[src/include/engine_pkg.sv]
// Constants for the engine feature enable and level readback register bank.
// Overview of operation
// - Limiter off stops new gain reduction, not gain recovery.
// - Limiter gain recovery runs except during attack.
// - Limiter off applies fixed maximum gain.
// - Feature bit 1 enables limiter, resets one.
// - Feature bit 0 gates engine clock, resets one.
// - Coefficient writes discarded while clock gate clear.
// - Run bit acts only at program start.
// - Engine writes level, converted to dB automatically.
// - Level field 8 bits, read-only, 0.375 dB steps.
package engine_pkg;
   // Register indices; the byte address is four times the index.
   localparam logic [9:0] FEAT_IDX = 10'h00B;
   localparam logic [9:0] LVL_IDX = 10'h00C;
   localparam logic [9:0] COEF_LO_IDX = 10'h0E0;
   localparam logic [9:0] COEF_HI_IDX = 10'h2BF;
   // Field positions and values after reset.
   localparam int CLK_GATE_BIT = 0;
   localparam int ATTACK_EN_BIT = 1;
   localparam logic [1:0] FEAT_RST = 2'h3;
   localparam logic [7:0] LVL_RST = 8'h00;
   // Level conversion: lowest octave position and the top bit that normalisation targets.
   localparam logic [4:0] DB_FLOOR_MSB = 5'h08;
   localparam logic [4:0] DB_TOP_MSB = 5'h17;
   // Limiter gain at full scale, and its value after reset.
   localparam logic [15:0] LIM_GAIN_MAX = 16'hFFFF;
endpackage

[src/rtl/engine_enable_ctrl.sv]
// Engine feature enable, coefficient write gate, limiter gain and level readback.
//
// The implementer's own choice: the APB interface to the registers.
`timescale 1ns/1ps
module engine_enable_ctrl
   import engine_pkg::*;
#(
   parameter logic [15:0] ATTACK_STEP = 16'h0100,
   parameter logic [15:0] DECAY_STEP = 16'h0010
) (
   input wire logic clk,
   input wire logic arst_n,
   // APB slave.
   input wire logic [11:0] paddr,
   input wire logic psel,
   input wire logic penable,
   input wire logic pwrite,
   input wire logic [31:0] pwdata,
   input wire logic [3:0] pstrb,
   output logic [31:0] prdata,
   output logic pready,
   output logic pslverr,
   // Engine side, same clock.
   input wire logic run_req,
   input wire logic prog_start,
   input wire logic lim_over,
   input wire logic lvl_wr_en,
   input wire logic [23:0] lvl_wr_data,
   output logic core_clk_en,
   output logic core_running,
   output logic limiter_attack_enable,
   output logic [15:0] lim_gain,
   output logic coef_wr_en,
   output logic [9:0] coef_wr_addr,
   output logic [31:0] coef_wr_data,
   output logic [7:0] level_db_value
);

   // Converts a linear magnitude to a dB code, 16 codes per octave.
   function automatic logic [7:0] lin_to_db(input logic [23:0] x);
      logic [4:0] p;
      logic [23:0] s;
      logic [7:0] c;
      p = '0;
      for (int i = 0; i < 24; i++) begin
         if (x[i]) begin
            p = 5'(i);
         end
      end
      // Normalise the leading one to bit 23; the four bits below it give the step inside the octave.
      s = x << (DB_TOP_MSB - p);
      // Anything below the lowest octave clamps to the bottom code rather than wrapping.
      if (p < DB_FLOOR_MSB) begin
         c = '0;
      end else begin
         c = {4'(p - DB_FLOOR_MSB), s[22:19]};
      end
      return c;
   endfunction

   logic [1:0] feat_r, feat_nxt;
   logic [31:0] prdata_r, prdata_nxt;
   logic pready_r, pready_nxt;
   logic pslverr_r, pslverr_nxt;
   logic coef_en_r, coef_en_nxt;
   logic [9:0] coef_addr_r, coef_addr_nxt;
   logic [31:0] coef_data_r, coef_data_nxt;
   logic [15:0] gain_r, gain_nxt;
   logic [15:0] lim_gain_r, lim_gain_nxt;
   logic running_r, running_nxt;
   logic [7:0] level_r, level_nxt;
   logic [9:0] idx;
   logic setup, access, hit_feat, hit_lvl, hit_coef;

   // Address decode on the word index.
   assign idx = paddr[11:2];
   assign setup = psel && !penable;
   assign access = psel && penable && pready_r;
   assign hit_feat = idx == FEAT_IDX;
   assign hit_lvl = idx == LVL_IDX;
   assign hit_coef = idx >= COEF_LO_IDX && idx <= COEF_HI_IDX;

   // Bus side: answer one cycle after setup, writes land at the access edge.
   always_comb begin
      feat_nxt = feat_r;
      prdata_nxt = prdata_r;
      pslverr_nxt = pslverr_r;
      pready_nxt = setup;
      coef_en_nxt = 1'b0;
      coef_addr_nxt = coef_addr_r;
      coef_data_nxt = coef_data_r;
      // Error and read data are captured at setup so they stand through the whole access cycle.
      if (setup) begin
         pslverr_nxt = !(hit_feat || hit_lvl || hit_coef);
         prdata_nxt = '0;
         if (!pwrite && hit_feat) begin
            prdata_nxt = 32'(feat_r);
         end
         if (!pwrite && hit_lvl) begin
            prdata_nxt = 32'(level_r);
         end
      end
      if (access && pwrite && hit_feat && pstrb[0]) begin
         feat_nxt = pwdata[1:0];
      end
      // With the engine clock stopped the memory cannot take a write, so it is dropped silently.
      if (access && pwrite && hit_coef && feat_r[CLK_GATE_BIT]) begin
         coef_en_nxt = 1'b1;
         coef_addr_nxt = idx;
         coef_data_nxt = pwdata;
      end
   end

   // Bus side registers.
   always_ff @(posedge clk or negedge arst_n) begin
      if (!arst_n) begin
         feat_r <= FEAT_RST;
         prdata_r <= '0;
         pready_r <= 1'b0;
         pslverr_r <= 1'b0;
         coef_en_r <= 1'b0;
         coef_addr_r <= '0;
         coef_data_r <= '0;
      end else begin
         feat_r <= feat_nxt;
         prdata_r <= prdata_nxt;
         pready_r <= pready_nxt;
         pslverr_r <= pslverr_nxt;
         coef_en_r <= coef_en_nxt;
         coef_addr_r <= coef_addr_nxt;
         coef_data_r <= coef_data_nxt;
      end
   end

   // Engine side: limiter gain, run state and level conversion.
   always_comb begin
      gain_nxt = gain_r;
      if (lim_over && feat_r[ATTACK_EN_BIT]) begin
         // Attack only while enabled.
         gain_nxt = gain_r > ATTACK_STEP ? gain_r - ATTACK_STEP : '0;
      end else if (gain_r < LIM_GAIN_MAX - DECAY_STEP) begin
         gain_nxt = gain_r + DECAY_STEP;
      end else begin
         gain_nxt = LIM_GAIN_MAX;
      end
      // Fixed full gain reaches the engine while the limiter is off.
      lim_gain_nxt = feat_r[ATTACK_EN_BIT] ? gain_r : LIM_GAIN_MAX;
      // Run request is taken only at a program pass boundary.
      running_nxt = prog_start ? run_req : running_r;
      level_nxt = lvl_wr_en ? lin_to_db(lvl_wr_data) : level_r;
   end

   // Engine side registers.
   always_ff @(posedge clk or negedge arst_n) begin
      if (!arst_n) begin
         gain_r <= LIM_GAIN_MAX;
         lim_gain_r <= LIM_GAIN_MAX;
         running_r <= 1'b0;
         level_r <= LVL_RST;
      end else begin
         gain_r <= gain_nxt;
         lim_gain_r <= lim_gain_nxt;
         running_r <= running_nxt;
         level_r <= level_nxt;
      end
   end

   // Outputs straight from flip-flops.
   assign prdata = prdata_r;
   assign pready = pready_r;
   assign pslverr = pslverr_r;
   assign core_clk_en = feat_r[CLK_GATE_BIT];
   assign limiter_attack_enable = feat_r[ATTACK_EN_BIT];
   assign core_running = running_r;
   assign lim_gain = lim_gain_r;
   assign coef_wr_en = coef_en_r;
   assign coef_wr_addr = coef_addr_r;
   assign coef_wr_data = coef_data_r;
   assign level_db_value = level_r;
endmodule // engine_enable_ctrl

[config.mk]
export PLATFORM = sky130hd
export DESIGN_NAME = engine_enable_ctrl
export DESIGN_NICKNAME = d
export VERILOG_FILES = /design/src/include/engine_pkg.sv /design/src/rtl/engine_enable_ctrl.sv
export SDC_FILE = /design/constraint.sdc
export NUM_CORES = 1
export LEC_CHECK = 0
export ABC_AREA = 1
export BUFFER_PORTS_ARGS = -buffer_cell sky130_fd_sc_hd__clkbuf_2
export CAP_MARGIN = 15
export CELL_PAD_IN_SITES_DETAIL_PLACEMENT = 0
export CELL_PAD_IN_SITES_GLOBAL_PLACEMENT = 2
export CORE_UTILIZATION = 28
export DETAILED_ROUTE_END_ITERATION = 10
export PLACE_DENSITY = 0.78
export SLEW_MARGIN = 10
export SYNTH_ARGS = -nofsm -noshare
export SYNTH_HDL_FRONTEND = slang
export SYNTH_SLANG_ARGS = --single-unit
export TNS_END_PERCENT = 1
[constraint.sdc]
create_clock -name clk -period 2.6 [get_ports clk]
set_input_delay 0.13 -clock clk [delete_from_list [all_inputs] [get_ports clk]]
set_output_delay 0.13 -clock clk [all_outputs]
set_load 0.01 [all_outputs]
======== After elaboration in Yosys (flattened, before gate mapping) ========
Index checks and enable logic that the tools add are counted.
W data, S select, Z words.
cells by class
  shift-type cells ........................ 1
  equality and inequality tests ........... 2
  mux-type cells .......................... 31
  reductions and logical operators ........ 17
  add/subtract/negate cells ............... 4
  order comparisons ....................... 5
operators with widths
  operator                 count
  $mux W5                  22
  $mux W16                 4
  $mux W32                 1
  $shl A24 B5 Y23          1
  $eq A10 B4 Y1 const B    2
  $add A16 B5 Y16 const B  1
  $gt A16 B9 Y1 const B    1
  $lt A16 B16 Y1 const B   1
  $sub A16 B9 Y16 const B  1
  $logic_and A1 B1 Y1      12
  $ge A10 B8 Y1 const B    1
  $le A10 B10 Y1 const B   1
  $mux W8                  1
  $lt A5 B4 Y1 const B     1
  $sub A5 B5 Y5 const A    1
  $sub A4 B4 Y4 const B    1
  $logic_not A1 Y1         3
  $logic_or A1 B1 Y1       2
  $mux W1                  2
  $mux W2                  1
storage, ports and cells
  logic and storage cells ................. 71
  output and inout bits ................... 104
  input port bits ......................... 81
  register bits ........................... 120

======== Depth between registers and ports, before layout ========
Gate-level depths: netlist (run 1).
  depth after elaboration ................. 26
  mapped depth ............................ 31
  gate-level depth less buffers ........... 30

======== Least setup slack after synthesis (run 1) ========
No wires, ideal clock.
  kind .................................... register -> register
  start ................................... register feat_r[0]
  end ..................................... register coef_data_r[22] (netlist: coef_wr_data[22])
  arrival time ............................ 1885 ps
  setup time .............................. 125 ps
  required time ........................... 2475 ps
  setup slack ............................. 590 ps
  period minus slack after synthesis ...... 2010 ps
  stages on the path, launching flop included .. 6
  path buffers ............................ 2
  cells stage by stage .................... dfstp_2 > inv_1 > nor4_1 > clkbuf_1 > clkbuf_1 > mux2_2
between the ends
  cells in the longest elaborated chain, start to end .. 1
ends and longest elaborated chain
  what                    line                       text
  start, declared         engine_enable_ctrl.sv:61   logic [1:0] feat_r, feat_nxt;
  start signal, assigned  engine_enable_ctrl.sv:125  feat_r <= feat_nxt;
  $logic_and A1 B1 Y1     engine_enable_ctrl.sv:107  if (access && pwrite && hit_coef && feat_r[CLK_GATE_BIT]) begin
  end signal, assigned    engine_enable_ctrl.sv:131  coef_data_r <= coef_data_nxt;
  end, declared           engine_enable_ctrl.sv:67   logic [31:0] coef_data_r, coef_data_nxt;
No other way between the ends.
A chain may end at the register's enable or synchronous reset.

======== Worst setup path in the final report (run 1) ========
  start ................................... register gain_r[4]
  end ..................................... register gain_r[15]
between the ends
  cells in the longest elaborated chain, start to end .. 3
  elaborated cells between the ends (all ways) .. 7
  those cells by class .................... 2 x add/sub; 2 x order compare; 3 x mux
ends and longest elaborated chain
  what                                     line                                                  text
  start, declared                          engine_enable_ctrl.sv:68                              logic [15:0] gain_r, gain_nxt;
  start signal, assigned                   engine_enable_ctrl.sv:161                             gain_r <= gain_nxt;
  $add A16 B5 Y16 (tied with other cells)  engine_enable_ctrl.sv:142                             gain_nxt = gain_r + DECAY_STEP;
  $mux W16, on equally long branches       engine_enable_ctrl.sv:141, engine_enable_ctrl.sv:140
  $mux W16 (*)                             engine_enable_ctrl.sv:138                             if (lim_over && feat_r[ATTACK_EN_BIT]) begin
  named net gain_nxt[15]                   engine_enable_ctrl.sv:68
Mark *: on every way through the listed nets, which the timed path passes. The rest lies on a longest branch.

==> results of run 1 <==
[sequential cells by signal, summed over array words and instances (netlist names)]
| name | count |
|---|---|
| gain_r | 13 |
| pready | 1 |
| core_running | 1 |
| feat_r | 2 |
| coef_wr_addr | 10 |
| coef_wr_data | 32 |
| coef_wr_en | 1 |
| prdata | 8 |
| lim_gain | 13 |
| level_db_value | 8 |
| pslverr | 1 |
[cells in the mapped netlist]
| master | number |
|---|---|
| sky130_fd_sc_hd__nand2_1 | 138 |
| sky130_fd_sc_hd__nand3_1 | 89 |
| sky130_fd_sc_hd__inv_1 | 66 |
| sky130_fd_sc_hd__dfrtp_1 | 62 |
| sky130_fd_sc_hd__o21ai_0 | 41 |
| sky130_fd_sc_hd__mux2_2 | 39 |
| sky130_fd_sc_hd__dfstp_2 | 28 |
| sky130_fd_sc_hd__buf_4 | 27 |
| sky130_fd_sc_hd__nor2_1 | 27 |
| sky130_fd_sc_hd__a21oi_1 | 14 |
| sky130_fd_sc_hd__clkbuf_1 | 10 |
| sky130_fd_sc_hd__ha_1 | 8 |
| sky130_fd_sc_hd__nor3_1 | 7 |
| sky130_fd_sc_hd__buf_2 | 6 |
| sky130_fd_sc_hd__nand2_2 | 6 |
| sky130_fd_sc_hd__xor2_1 | 6 |
| sky130_fd_sc_hd__nand4_1 | 5 |
| sky130_fd_sc_hd__a31oi_1 | 4 |
| sky130_fd_sc_hd__nor4_1 | 4 |
| sky130_fd_sc_hd__or2_2 | 3 |
| sky130_fd_sc_hd__clkbuf_4 | 2 |
| sky130_fd_sc_hd__clkinv_1 | 2 |
| sky130_fd_sc_hd__inv_2 | 2 |
| sky130_fd_sc_hd__nand2_4 | 2 |
| sky130_fd_sc_hd__o22ai_1 | 2 |
| sky130_fd_sc_hd__a2111oi_0 | 1 |
| sky130_fd_sc_hd__a211o_1 | 1 |
| sky130_fd_sc_hd__buf_6 | 1 |
| sky130_fd_sc_hd__buf_8 | 1 |
| sky130_fd_sc_hd__conb_1 | 1 |
| sky130_fd_sc_hd__o211ai_1 | 1 |
| sky130_fd_sc_hd__o221ai_1 | 1 |
| sky130_fd_sc_hd__o311ai_0 | 1 |
| sky130_fd_sc_hd__o31ai_1 | 1 |
| sky130_fd_sc_hd__o31ai_2 | 1 |
| sky130_fd_sc_hd__or4_1 | 1 |
| sky130_fd_sc_hd__xnor2_1 | 1 |
[where the power goes]
group          internal [mW]  switching (mW)
Clock                  0.657           0.547
Combinational          0.216           0.393
Sequential              1.50          0.0638
Total                   2.37            1.00
[per-stage QoR]
step                      worst slack (ns)  power, mW  hold slack, ns  util, %  cell area [um2]
after floorplan                     0.5897      1.988         -0.1656        -             5170
after global placement              0.1959      2.186         0.09140    34.31             6017
after detailed placement            0.1879      2.195          0.1059    34.31             6017
after CTS                           0.5226      3.439       0.0003974    35.99             6311
after global routing                0.2294      3.579         0.01000    35.99             6311
final                               0.5108      3.372         0.01524    35.99             6311
[cell families after synthesis]
family | Yosys count | share of synthesized area [%]
simple gates | 282 | 24.44
buf+inv | 117 | 11.30
flops | 90 | 44.99
compound gates | 68 | 7.384
mux | 39 | 8.639
fa+ha+maj | 8 | 1.969
xor+xnor | 7 | 1.206
other cells | 1 | 0.07377
[layer usage]
layer	routed length, um	vias to the layer above	global-route usage [%]
met5	0	-	0
met4	209	0	6.235
met3	648	15	2.444
met2	7071	146	27.27
met1	5871	2178	17.49
li1	-	2271	-
[how the worst max path moves through the flow]
stage                                   end  slack (ns)  cells after the start
after floorplan            coef_wr_data[22]        0.59                      5
after global placement    level_db_value[0]        0.20                     13
after detailed placement  level_db_value[0]        0.19                     13
after CTS                        gain_r[15]        0.52                     12
after global routing      level_db_value[0]        0.23                     31
final                            gain_r[15]        0.51                     12
[final cells by class]
class	instances	area, um2	area share (%)
Multi-Input combinational cell	428	2315	36.68
Clock inverter	5	41.29	0.6542
Inverter	70	262.8	4.163
Clock buffer	11	232.7	3.688
Timing Repair Buffer	166	890.9	14.12
Tap cell	225	281.5	4.461
Sequential cell	90	2287	36.24
[cell usage in the layout, fill, tap and decap left out, drive strengths merged, types with 6 or more instances in the layout]
cell and instances:
clkbuf 165, nor2 27, nand2 146, dfrtp 62
inv 69, xor2 6, o21ai 41, conb 24
buf 10, ha 8, nor3 7, a21oi 14
nand3 89, dfstp 28, mux2 39
==> summary.md, run 1 <==
| Metric | Value |
|---|---|
| Synth-to-layout area growth | 24.14% |
| Via density per instance | ~4.6 |
| Overflow after GRT | 0 |
| Sinks on the clock net | 90 |
| Clock Skews | 0.01121 ns |
| Tightest slew margin relative to the limit | approximately 56% |
| Sequential share of the synthesized area | 44.99% |
| Launch instance of the worst min-delay path | pwdata[22] |
| Clock root cell | sky130_fd_sc_hd__clkbuf_16 |
| Site row count | 48 |
| Die X-Extent | 136.7 um |
| Post-synth design cell area | 5084 um2 |
| Power Density | 534.3 nW/um2 |
| Number of warnings reported in the yosys synthesis log | 0 |
| First-pass GRT wire length | 21750 um |
| Reg-to-reg slack, setup | 0.51 ns |
| Final setup violation count | 0 |
| Seq cells post-synth | 90 |
| Hold buffer count at CTS | 2 |
| Vias post-DR | 4610 |
| Final instance count without filler cells | 995 |
| Worst Hold Path Cells | 2 |
| Terminus of the critical flop-to-flop path | gain_r[15] |
| Setup Fix Bufs, Post-CTS | 0 |
| Share of the synthesized area in the top cell type | a little under a third |
| Via count of the first global-routing pass | 4432 |
| Worst-path cell chain | inv_1 > nor3_1 > inv_1 > nor2_1 > inv_1 > nor2_1 > nand2_1 > nor3_1 > nand2_1 > a21oi_1 > o21ai_0 > o211ai_1 |
| Count of instances resized after the clock tree is built | 0 |
| Sum of negative setup slack | 0 ns |
| Placed instance count | 977 |
| Gate Count Post-Synth | between 600 and 700 |
| Peak Freq | 478.7 MHz |
| Final layout net count | 854 |
| Routed length per placed instance | 13.87 um |
| Die span in y | 136.7 um |
| Maximum fanout along the worst path | 6 |
| Arr. time, crit path | 2.35 ns |
| Count of routing violations after the opening detailed-route iteration | 230 |
| Maximum level of the CTS H-tree | 3 |
| Placer congestion estimate | between 0.8 and 0.9 |
| Initial standard-cell utilization of the core | 28.99% |
| Clock-pin slew of the registers on the worst-case setup and hold paths | 0.07 ns |
| Final period util | around four fifths |
| Slowest stage cell, crit path | sky130_fd_sc_hd__dfstp_2 |
| CP peak stage delay | ~0.54 ns |
| RSZ-0062 raised after global routing | no |
| Startpoint-to-endpoint class of the critical path | register to register |
| Number of buffers inserted during clock tree synthesis | 9 |
| Worst path buffer plus inverter count | 3 |
| TritonCTS clock tree | built |
| Area of the placeable core | 17540 um2 |
| Cell types occupying the most area after synthesis | sky130_fd_sc_hd__dfrtp_1, sky130_fd_sc_hd__dfstp_2, sky130_fd_sc_hd__nand2_1 |
| HPWL after DPL | roughly 11000 um |
| Number of diodes | 0 |
| Fraction of layout cells with a size suffix above 1 | 33.77% |
| Length in cells of the worst reg-to-reg path | 12 |
| Reg-to-reg critical path startpoint | gain_r[4] |
| Transition time at the pin with the least slew margin | 0.6666 ns |
| Number of search-and-repair iterations in the first detailed-routing pass | 5 |
| Total Routed Length | 13800 um |
| Min cycle time layout | 2.089 ns |
| Leakage component of the power | 3.393 nW |
| Pin count of the biggest net entering global routing | 60 |
| Worst Hold Endpoint | coef_wr_data[22] |
| Crit path required time | 2.86 ns |
| Skew-Pair Late Insertion Delay | 0.34 ns |
| Number of remaining DRC errors | 0 |
| Buffer depth of the longest clock path | 2 |
| IR drop worst, VDD | about 0.33 mV |
| Worst min-delay path class | input port to register |
| Status | completed |
| Most repeated library cell on the critical path | sky130_fd_sc_hd__inv_1 |
| Number of fill cells in the layout | 1841 |
| Delay-heaviest family, CP | simple AND/OR/NAND/NOR gates |
| Max-cap violations | 0 |
| Number of top-level pins | 185 |
| Max-slew violations | 0 |
| Avg Cell Area, Syn | approximately 8.3 um2 |
| Number of distinct library cell variants in the gate-level netlist after synthesis | 37 |
| Port-buffer cells | 155 |
| Endpoints failing hold | 0 |
| Top cell type by total area after synthesis | sky130_fd_sc_hd__dfrtp_1 |
| Global-route usage over all layers | 15.06% |
| Overall die area | 18700 um2 |
| Antenna violations before repair | 0 |
| Routed Antenna Nets | 0 |
| CP endpoint kind | register |
| Kind of launch point of the worst setup path | register |
| Crit path from | gain_r[4] |
(Power assumes the default switching activity.)
==> inputs of run 2 (changes only) <==
--- a/config.mk
+++ b/config.mk
@@ -10,9 +10,9 @@
 export CAP_MARGIN = 15
 export CELL_PAD_IN_SITES_DETAIL_PLACEMENT = 0
 export CELL_PAD_IN_SITES_GLOBAL_PLACEMENT = 2
-export CORE_UTILIZATION = 28
+export CORE_UTILIZATION = 25
 export DETAILED_ROUTE_END_ITERATION = 10
-export PLACE_DENSITY = 0.78
+export PLACE_DENSITY = 0.73
 export SLEW_MARGIN = 10
 export SYNTH_ARGS = -nofsm -noshare
 export SYNTH_HDL_FRONTEND = slang
==> constraint.sdc (replaced) <==
create_clock -name clk -period 1.9 [get_ports clk]
set_input_delay 0.095 -clock clk [delete_from_list [all_inputs] [get_ports clk]]
set_output_delay 0.095 -clock clk [all_outputs]
set_load 0.01 [all_outputs]
==> run 2 against run 1 <==
Net effect: register-to-register slack got worse by 0.48 ns; clock skew decreased by 0.0052 ns; combinational power increased by 91%; highest routed layer unchanged.
==> summary.md, run 2 (same netlist as run 1, synthesis figures left out) <==
| Metric | Value |
|---|---|
| Length in cells of the worst reg-to-reg path | 13 (was 12) |
| Placed instance count | 1083 (was 977) |
| Worst Hold Endpoint | coef_wr_data[10] (was coef_wr_data[22]) |
| Count of routing violations after the opening detailed-route iteration | 226 (was 230) |
| Area occupied by multi-input gates | 2494 um2 (was 2315 um2) |
| Overflow after GRT | 0 (unchanged) |
| Endpoints failing hold | 0 (unchanged) |
| Status | completed (unchanged) |
| Sinks on the clock net | 90 (unchanged) |
| Layout Cell Area excl Fill | 7402 um2 (was 6311 um2) |
| Crit path required time | 2.16 ns (was 2.86 ns) |
| Antenna violations before repair | 0 (unchanged) |
| Reg-to-reg slack, setup | 0.03 ns (was 0.51 ns) |
| Kind of launch point of the worst setup path | register (unchanged) |
| Vias post-DR | 4880 (was 4610) |
| Synth-to-layout area growth | 45.61% (was 24.14%) |
| Number of remaining DRC errors | 0 (unchanged) |
| Maximum fanout along the worst path | 2 (was 6) |
| Routed length per placed instance | 13.30 um (was 13.87 um) |
| Number of diodes | 0 (unchanged) |
| Max-slew violations | 0 (unchanged) |
| Number of flip-flops in the largest register | 32 (unchanged) |
| Worst Hold Path Cells | 2 (unchanged) |
| Maximum level of the CTS H-tree | 3 (unchanged) |
| Number of top-level pins | 185 (unchanged) |
| Number of fill cells in the layout | 2035 (was 1841) |
| Global-route usage over all layers | 14.47% (was 15.06%) |
| Number of buffers inserted during clock tree synthesis | 9 (unchanged) |
| Arr. time, crit path | 2.13 ns (was 2.35 ns) |
| Fraction of layout cells with a size suffix above 1 | 41.75% (was 33.77%) |
| Clock Skews | 0.005968 ns (was 0.01121 ns) |
| TritonCTS clock tree | built (unchanged) |
| Area taken by flip-flops and latches | 2287 um2 (unchanged) |
| Overall die area | 20910 um2 (was 18700 um2) |
| Pin count of the biggest net entering global routing | 36 (was 60) |
| Worst hold slack after final layout | 0.01170 ns (was 0.01524 ns) |
| Terminus of the critical flop-to-flop path | gain_r[15] (unchanged) |
| Area of the placeable core | 19720 um2 (was 17540 um2) |
| Worst min-delay path class | input port to register (unchanged) |
| Total Routed Length | 15060 um (was 13800 um) |
| Via density per instance | 4.311 (was 4.633) |
| IR drop worst, VDD | 0.3626 mV (was 0.3290 mV) |
| Peak Freq | 534.1 MHz (was 478.7 MHz) |
| Launch instance of the worst min-delay path | pwdata[10] (was pwdata[22]) |
| Startpoint-to-endpoint class of the critical path | register to register (unchanged) |
| Port-buffer cells | 155 (unchanged) |
| Commonest non-fill, non-tap cell in the layout | sky130_fd_sc_hd__clkbuf_2 (unchanged) |
| Power Density | 687.9 nW/um2 (was 534.3 nW/um2) |
| RSZ-0062 raised after global routing | yes (was no) |
| Skew-Pair Late Insertion Delay | 0.33 ns (was 0.34 ns) |
| Die X-Extent | 144.6 um (was 136.7 um) |
| Min cycle time layout | 1.872 ns (was 2.089 ns) |
| Routed Antenna Nets | 0 (unchanged) |
| Clock-pin slew of the registers on the worst-case setup and hold paths | 0.06 ns (was 0.07 ns) |
| Via count of the first global-routing pass | 4690 (was 4432) |
| Final period util | 98.54% (was 80.35%) |
| Initial standard-cell utilization of the core | 25.78% (was 28.99%) |
| Reg-to-reg critical path startpoint | gain_r[4] (unchanged) |
| Clock root cell | sky130_fd_sc_hd__clkbuf_16 (unchanged) |
| Commonest cells after routing, fill and taps aside | sky130_fd_sc_hd__clkbuf_2, sky130_fd_sc_hd__nand2_1, sky130_fd_sc_hd__nand3_1 (unchanged) |
| Leakage component of the power | 3.917 nW (was 3.393 nW) |
| Site row count | 51 (was 48) |
| First-pass GRT wire length | 23580 um (was 21750 um) |
| Placer congestion estimate | 0.7763 (was 0.8657) |
| Max-cap violations | 0 (unchanged) |
| Number of search-and-repair iterations in the first detailed-routing pass | 4 (was 5) |
| CP endpoint kind | register (unchanged) |
| Final layout net count | 951 (was 854) |
| Die span in y | 144.6 um (was 136.7 um) |
| Final setup violation count | 0 (unchanged) |
| Post-DP Area | 6575 um2 (was 6017 um2) |
| HPWL after DPL | 11760 um (was 10950 um) |
| Buffer depth of the longest clock path | 2 (unchanged) |
| Final instance count without filler cells | 1132 (was 995) |
-- run 2: cell types whose count changed in the layout (fill, tap and decap cells not counted), moves of 8 or more --
cell,previous run,this run
sky130_fd_sc_hd__o21ai_0,41,33
sky130_fd_sc_hd__nand3_2,0,10
sky130_fd_sc_hd__o21ai_1,0,8
sky130_fd_sc_hd__nand3_1,89,79
sky130_fd_sc_hd__buf_4,8,73
sky130_fd_sc_hd__dlygate4sd3_1,2,29
-- run 2: per-stage QoR --
| stage | setup TNS (ns) | setup slack, ns | utilization (%) | total power, mW |
|---|---|---|---|---|
| finish | 0 | 0.02777 | 37.54 | 5.092 |
| global route | -1.369 | -0.2694 | 37.54 | 5.421 |
| CTS | 0 | 0.004847 | 36.37 | 5.088 |
| detailed placement | -1.392 | -0.3308 | 33.35 | 3.193 |
| global placement | -1.647 | -0.3644 | 33.35 | 3.207 |
| floorplan | 0 | 0.008944 | - | 2.720 |
-- run 2: worst max-delay path, stage by stage (launching register included) --
cell	delay (ns)
sky130_fd_sc_hd__dfstp_2	0.53
sky130_fd_sc_hd__inv_1	0.06
sky130_fd_sc_hd__nor3_2	0.21
sky130_fd_sc_hd__inv_1	0.08
sky130_fd_sc_hd__nor2_1	0.09
sky130_fd_sc_hd__inv_1	0.07
sky130_fd_sc_hd__nor2_2	0.11
sky130_fd_sc_hd__nand2_2	0.08
sky130_fd_sc_hd__nor3_2	0.10
sky130_fd_sc_hd__buf_4	0.14
sky130_fd_sc_hd__nand2_2	0.06
sky130_fd_sc_hd__a21oi_2	0.12
sky130_fd_sc_hd__o21ai_1	0.07
sky130_fd_sc_hd__o211ai_1	0.08
-- run 2: power by group --
part | switching (mW) | internal [mW] | total, mW
logic | 0.649 | 0.512 | 1.16
registers | 0.0784 | 2.05 | 2.13
clock network | 0.742 | 1.06 | 1.80
total | 1.47 | 3.62 | 5.09
-- run 2: final cells by class --
type	instances	share of cell area, %
inverter	70	3.583
tap	265	4.479
sequential	90	30.90
timing repair buffer	261	23.23
clock buffer	11	3.279
multi-input combinational	430	33.69
clock inverter	5	0.8452
-- run 2: layer usage --
layer	GRT usage (%)	part of all wire (%)	vias to the layer above	wire, um
li1	-	-	2468	-
met1	17.79	44	2246	6618
met2	25.71	49	156	7349
met3	2.649	5.9	10	885
met4	3.878	1.3	0	203
met5	0	0	-	0
-- run 2: repair_timing --
action,CTS,global route
buffers inserted,0,1
setup endpoints to repair,3,25
gates cloned,0,3
hold buffers,28,1
pin swaps,2,17
endpoints found under the hold margin,93,1
gates resized for setup,5,45
-- run 2: worst max path at each step --
stage                    start           endpoint  cells past startpoint
2_1_floorplan  lvl_wr_data[20]  level_db_value[0]                     10
3_3_place_gp    lvl_wr_data[2]  level_db_value[2]                     31
3_5_place_dp    lvl_wr_data[2]  level_db_value[3]                     30
4_1_cts              gain_r[4]         gain_r[15]                     13
5_1_grt         lvl_wr_data[2]  level_db_value[0]                     30
6_report             gain_r[4]         gain_r[15]                     13
==> inputs of run 3 (changes only) <==
--- a/config.mk
+++ b/config.mk
@@ -10,7 +10,9 @@
 export CAP_MARGIN = 15
 export CELL_PAD_IN_SITES_DETAIL_PLACEMENT = 0
 export CELL_PAD_IN_SITES_GLOBAL_PLACEMENT = 2
+export CORE_ASPECT_RATIO = 1.1
 export CORE_UTILIZATION = 25
+export CTS_CLUSTER_DIAMETER = 120
 export DETAILED_ROUTE_END_ITERATION = 10
 export PLACE_DENSITY = 0.73
 export SLEW_MARGIN = 10
==> run 3 against run 2 <==
Net effect: setup slack gained 0.0025 ns; total power decreased by 2.2%; final area shrank 0.37%; combinational power is 4% lower; register-to-register slack is essentially flat; count of clock-buffer cells in the layout stayed put.
==> summary.md, run 3 (same netlist as run 1, synthesis figures left out) <==
| Metric | Value |
|---|---|
| Status | completed (unchanged) |
| Final setup violation count | 0 (unchanged) |
| Met1 routed wirelength after detailed routing | 6153 um (was 6618 um) |
| Number of fill cells in the layout | 2093 (was 2035) |
| Maximum fanout along the worst path | 2 (unchanged) |
| Via count of the first global-routing pass | 4719 (was 4690) |
| Endpoints failing hold | 0 (unchanged) |
| Vias post-DR | 4854 (was 4880) |
| Routed length per placed instance | 13.34 um (was 13.30 um) |
| Clock-pin slew of the registers on the worst-case setup and hold paths | 0.06 ns (about the same) |
| Number of search-and-repair iterations in the first detailed-routing pass | 4 (unchanged) |
| Top routing layer in use | met4 (unchanged) |
| Number of remaining DRC errors | 0 (unchanged) |
| Setup Fix Bufs, Post-CTS | 0 (unchanged) |
| Leakage component of the power | 3.906 nW (was 3.917 nW) |
| Tightest slew margin relative to the limit | between 60% and 70% |
| Worst min-delay path class | input port to register (unchanged) |
| Sinks on the clock net | 90 (unchanged) |
| Delay-heaviest family, CP | simple AND/OR/NAND/NOR gates (unchanged) |
| Maximum level of the CTS H-tree | 3 (unchanged) |
| Die span in y | 151.6 um (was 144.6 um) |
| Clock root cell | sky130_fd_sc_hd__clkbuf_16 (unchanged) |
| Routed length on met2 | 7775 um (was 7349 um) |
| Count of routing violations after the opening detailed-route iteration | 189 (was 226) |
| Most repeated library cell on the critical path | sky130_fd_sc_hd__inv_1 (unchanged) |
| Port-buffer cells | 155 (unchanged) |
| Worst-path cell chain | inv_1 > nor3_2 > inv_1 > nor2_1 > inv_1 > nor2_2 > nand2_2 > nor3_2 > buf_4 > nand2_1 > a21oi_1 > o21ai_0 > o211ai_1 (was inv_1 > nor3_2 > inv_1 > nor2_1 > inv_1 > nor2_2 > nand2_2 > nor3_2 > buf_4 > nand2_2 > a21oi_2 > o21ai_1 > o211ai_1) |
| Crit path from | gain_r[6] (was gain_r[4]) |
| Antenna violations before repair | 0 (unchanged) |
| Min cycle time layout | 1.870 ns (was 1.872 ns) |
| Slowest stage cell, crit path | sky130_fd_sc_hd__dfstp_2 (unchanged) |
| Transition time at the pin with the least slew margin | between 0.5 and 0.6 ns |
| Power Density | 675.6 nW/um2 (was 687.9 nW/um2) |
| Peak Freq | 534.8 MHz (was 534.1 MHz) |
| Post-DP Area | 6526 um2 (was 6575 um2) |
| CP peak stage delay | 0.53 ns (about the same) |
| Pin count of the biggest net entering global routing | 43 (was 36) |
| Max-slew violations | 0 (unchanged) |
| Total Routed Length | 14920 um (was 15060 um) |
| Skew-Pair Late Insertion Delay | 0.34 ns (was 0.33 ns) |
| Die X-Extent | 138.0 um (was 144.6 um) |
| Fraction of layout cells with a size suffix above 1 | 40.30% (was 41.75%) |
| HPWL after DPL | 11390 um (was 11760 um) |
| Met3 routed WL | 814 um (was 885 um) |
| Layout Cell Area excl Fill | 7375 um2 (was 7402 um2) |
| Number of diodes | 0 (unchanged) |
| Routed Antenna Nets | 0 (unchanged) |
| RSZ-0062 raised after global routing | yes (unchanged) |
| Overall die area | 20910 um2 (unchanged) |
| Site row count | 54 (was 51) |
| Launch instance of the worst min-delay path | pwdata[12] (was pwdata[10]) |
| Clock Skews | 0.005854 ns (was 0.005968 ns) |
| Final Power | 4.982 mW (was 5.092 mW) |
| Via density per instance | 4.342 (was 4.311) |
| Sum of negative setup slack | 0 ns (unchanged) |
| Worst hold slack after final layout | 0.01242 ns (was 0.01170 ns) |
| Worst path buffer plus inverter count | 4 (unchanged) |
| Startpoint-to-endpoint class of the critical path | register to register (unchanged) |
| Arr. time, crit path | 2.13 ns (about the same) |
| CP endpoint kind | register (unchanged) |
| Initial standard-cell utilization of the core | 25.59% (was 25.78%) |
| Global-route usage over all layers | 14.11% (was 14.47%) |
| Buffer depth of the longest clock path | 2 (unchanged) |
| Synth-to-layout area growth | 45.07% (was 45.61%) |
| Reg-to-reg critical path startpoint | gain_r[6] (was gain_r[4]) |
| Commonest cells after routing, fill and taps aside | sky130_fd_sc_hd__clkbuf_2, sky130_fd_sc_hd__nand2_1, sky130_fd_sc_hd__nand3_1 (unchanged) |
| Number of top-level pins | 185 (unchanged) |
| Placer congestion estimate | 0.7944 (was 0.7763) |
| TritonCTS clock tree | built (unchanged) |
| First-pass GRT wire length | 23030 um (was 23580 um) |
| Kind of launch point of the worst setup path | register (unchanged) |
| Commonest non-fill, non-tap cell in the layout | sky130_fd_sc_hd__clkbuf_2 (unchanged) |
| Final layout net count | 950 (was 951) |
| Number of flip-flops in the largest register | 32 (unchanged) |
| Overflow after GRT | 0 (unchanged) |
| Number of buffers inserted during clock tree synthesis | 9 (unchanged) |
| Area of the placeable core | 19860 um2 (was 19720 um2) |
| Max-cap violations | 0 (unchanged) |
| Crit path required time | 2.16 ns (about the same) |
| Final period util | 98.41% (was 98.54%) |
| IR drop worst, VDD | 0.3539 mV (was 0.3626 mV) |
[run 3: metal layers]
metal / GRT usage [%] / vias up
met5: 0 / -
li1: - / 2466
met4: 3.533 / 0
met3: 3.194 / 16
met1: 16.75 / 2250
met2: 25.37 / 122
[run 3: path summary, 6_finish.rpt]
kind,endpoint,slack [ns],cells past startpoint
setup reg to reg,gain_r[15],0.03,13
hold / removal,coef_wr_data[12],0.01,2
min in group asynchronous,coef_wr_data[24],0.30,2
setup / recovery,gain_r[15],0.03,13
hold reg to reg,prdata[3],0.48,2
max in group asynchronous,prdata[3],0.93,3
[run 3: report_power, final]
group | internal, mW | leakage [nW] | total, mW | switching [mW]
sequential | 2.05 | 1.14 | 2.13 | 0.0822
clock | 1.02 | 0.137 | 1.74 | 0.728
combinational | 0.492 | 2.63 | 1.11 | 0.616
total | 3.56 | 3.91 | 4.98 | 1.43
[run 3: layout make-up]
cell class | count | area [um2] | share of cell area, %
sequential | 90 | 2287 | 31.01
inverter | 70 | 267.8 | 3.631
clock buffer | 11 | 232.7 | 3.156
multi-input combinational | 430 | 2472 | 33.53
timing repair buffer | 260 | 1744 | 23.65
tap | 252 | 315.3 | 4.276
clock inverter | 5 | 55.05 | 0.7465
[run 3: what timing repair did]
item                                   4_1_cts  5_1_grt
hold buffers                                35        0
resized for setup                            4       40
cloned                                       0        3
endpoints found under the hold margin       52        0
pin swaps                                    1       21
setup endpoints to repair                    5       26
[run 3: through the flow]
stage / utilization (%) / setup WS (ns) / instances
finish: 37.13 / 0.03024 / 1118
global route: 37.13 / -0.2047 / 1118
CTS: 36.18 / -0.01264 / 1115
detailed placement: 32.85 / -0.3790 / 1064
global placement: 32.85 / -0.3756 / 1064
floorplan: - / 0.008944 / 635
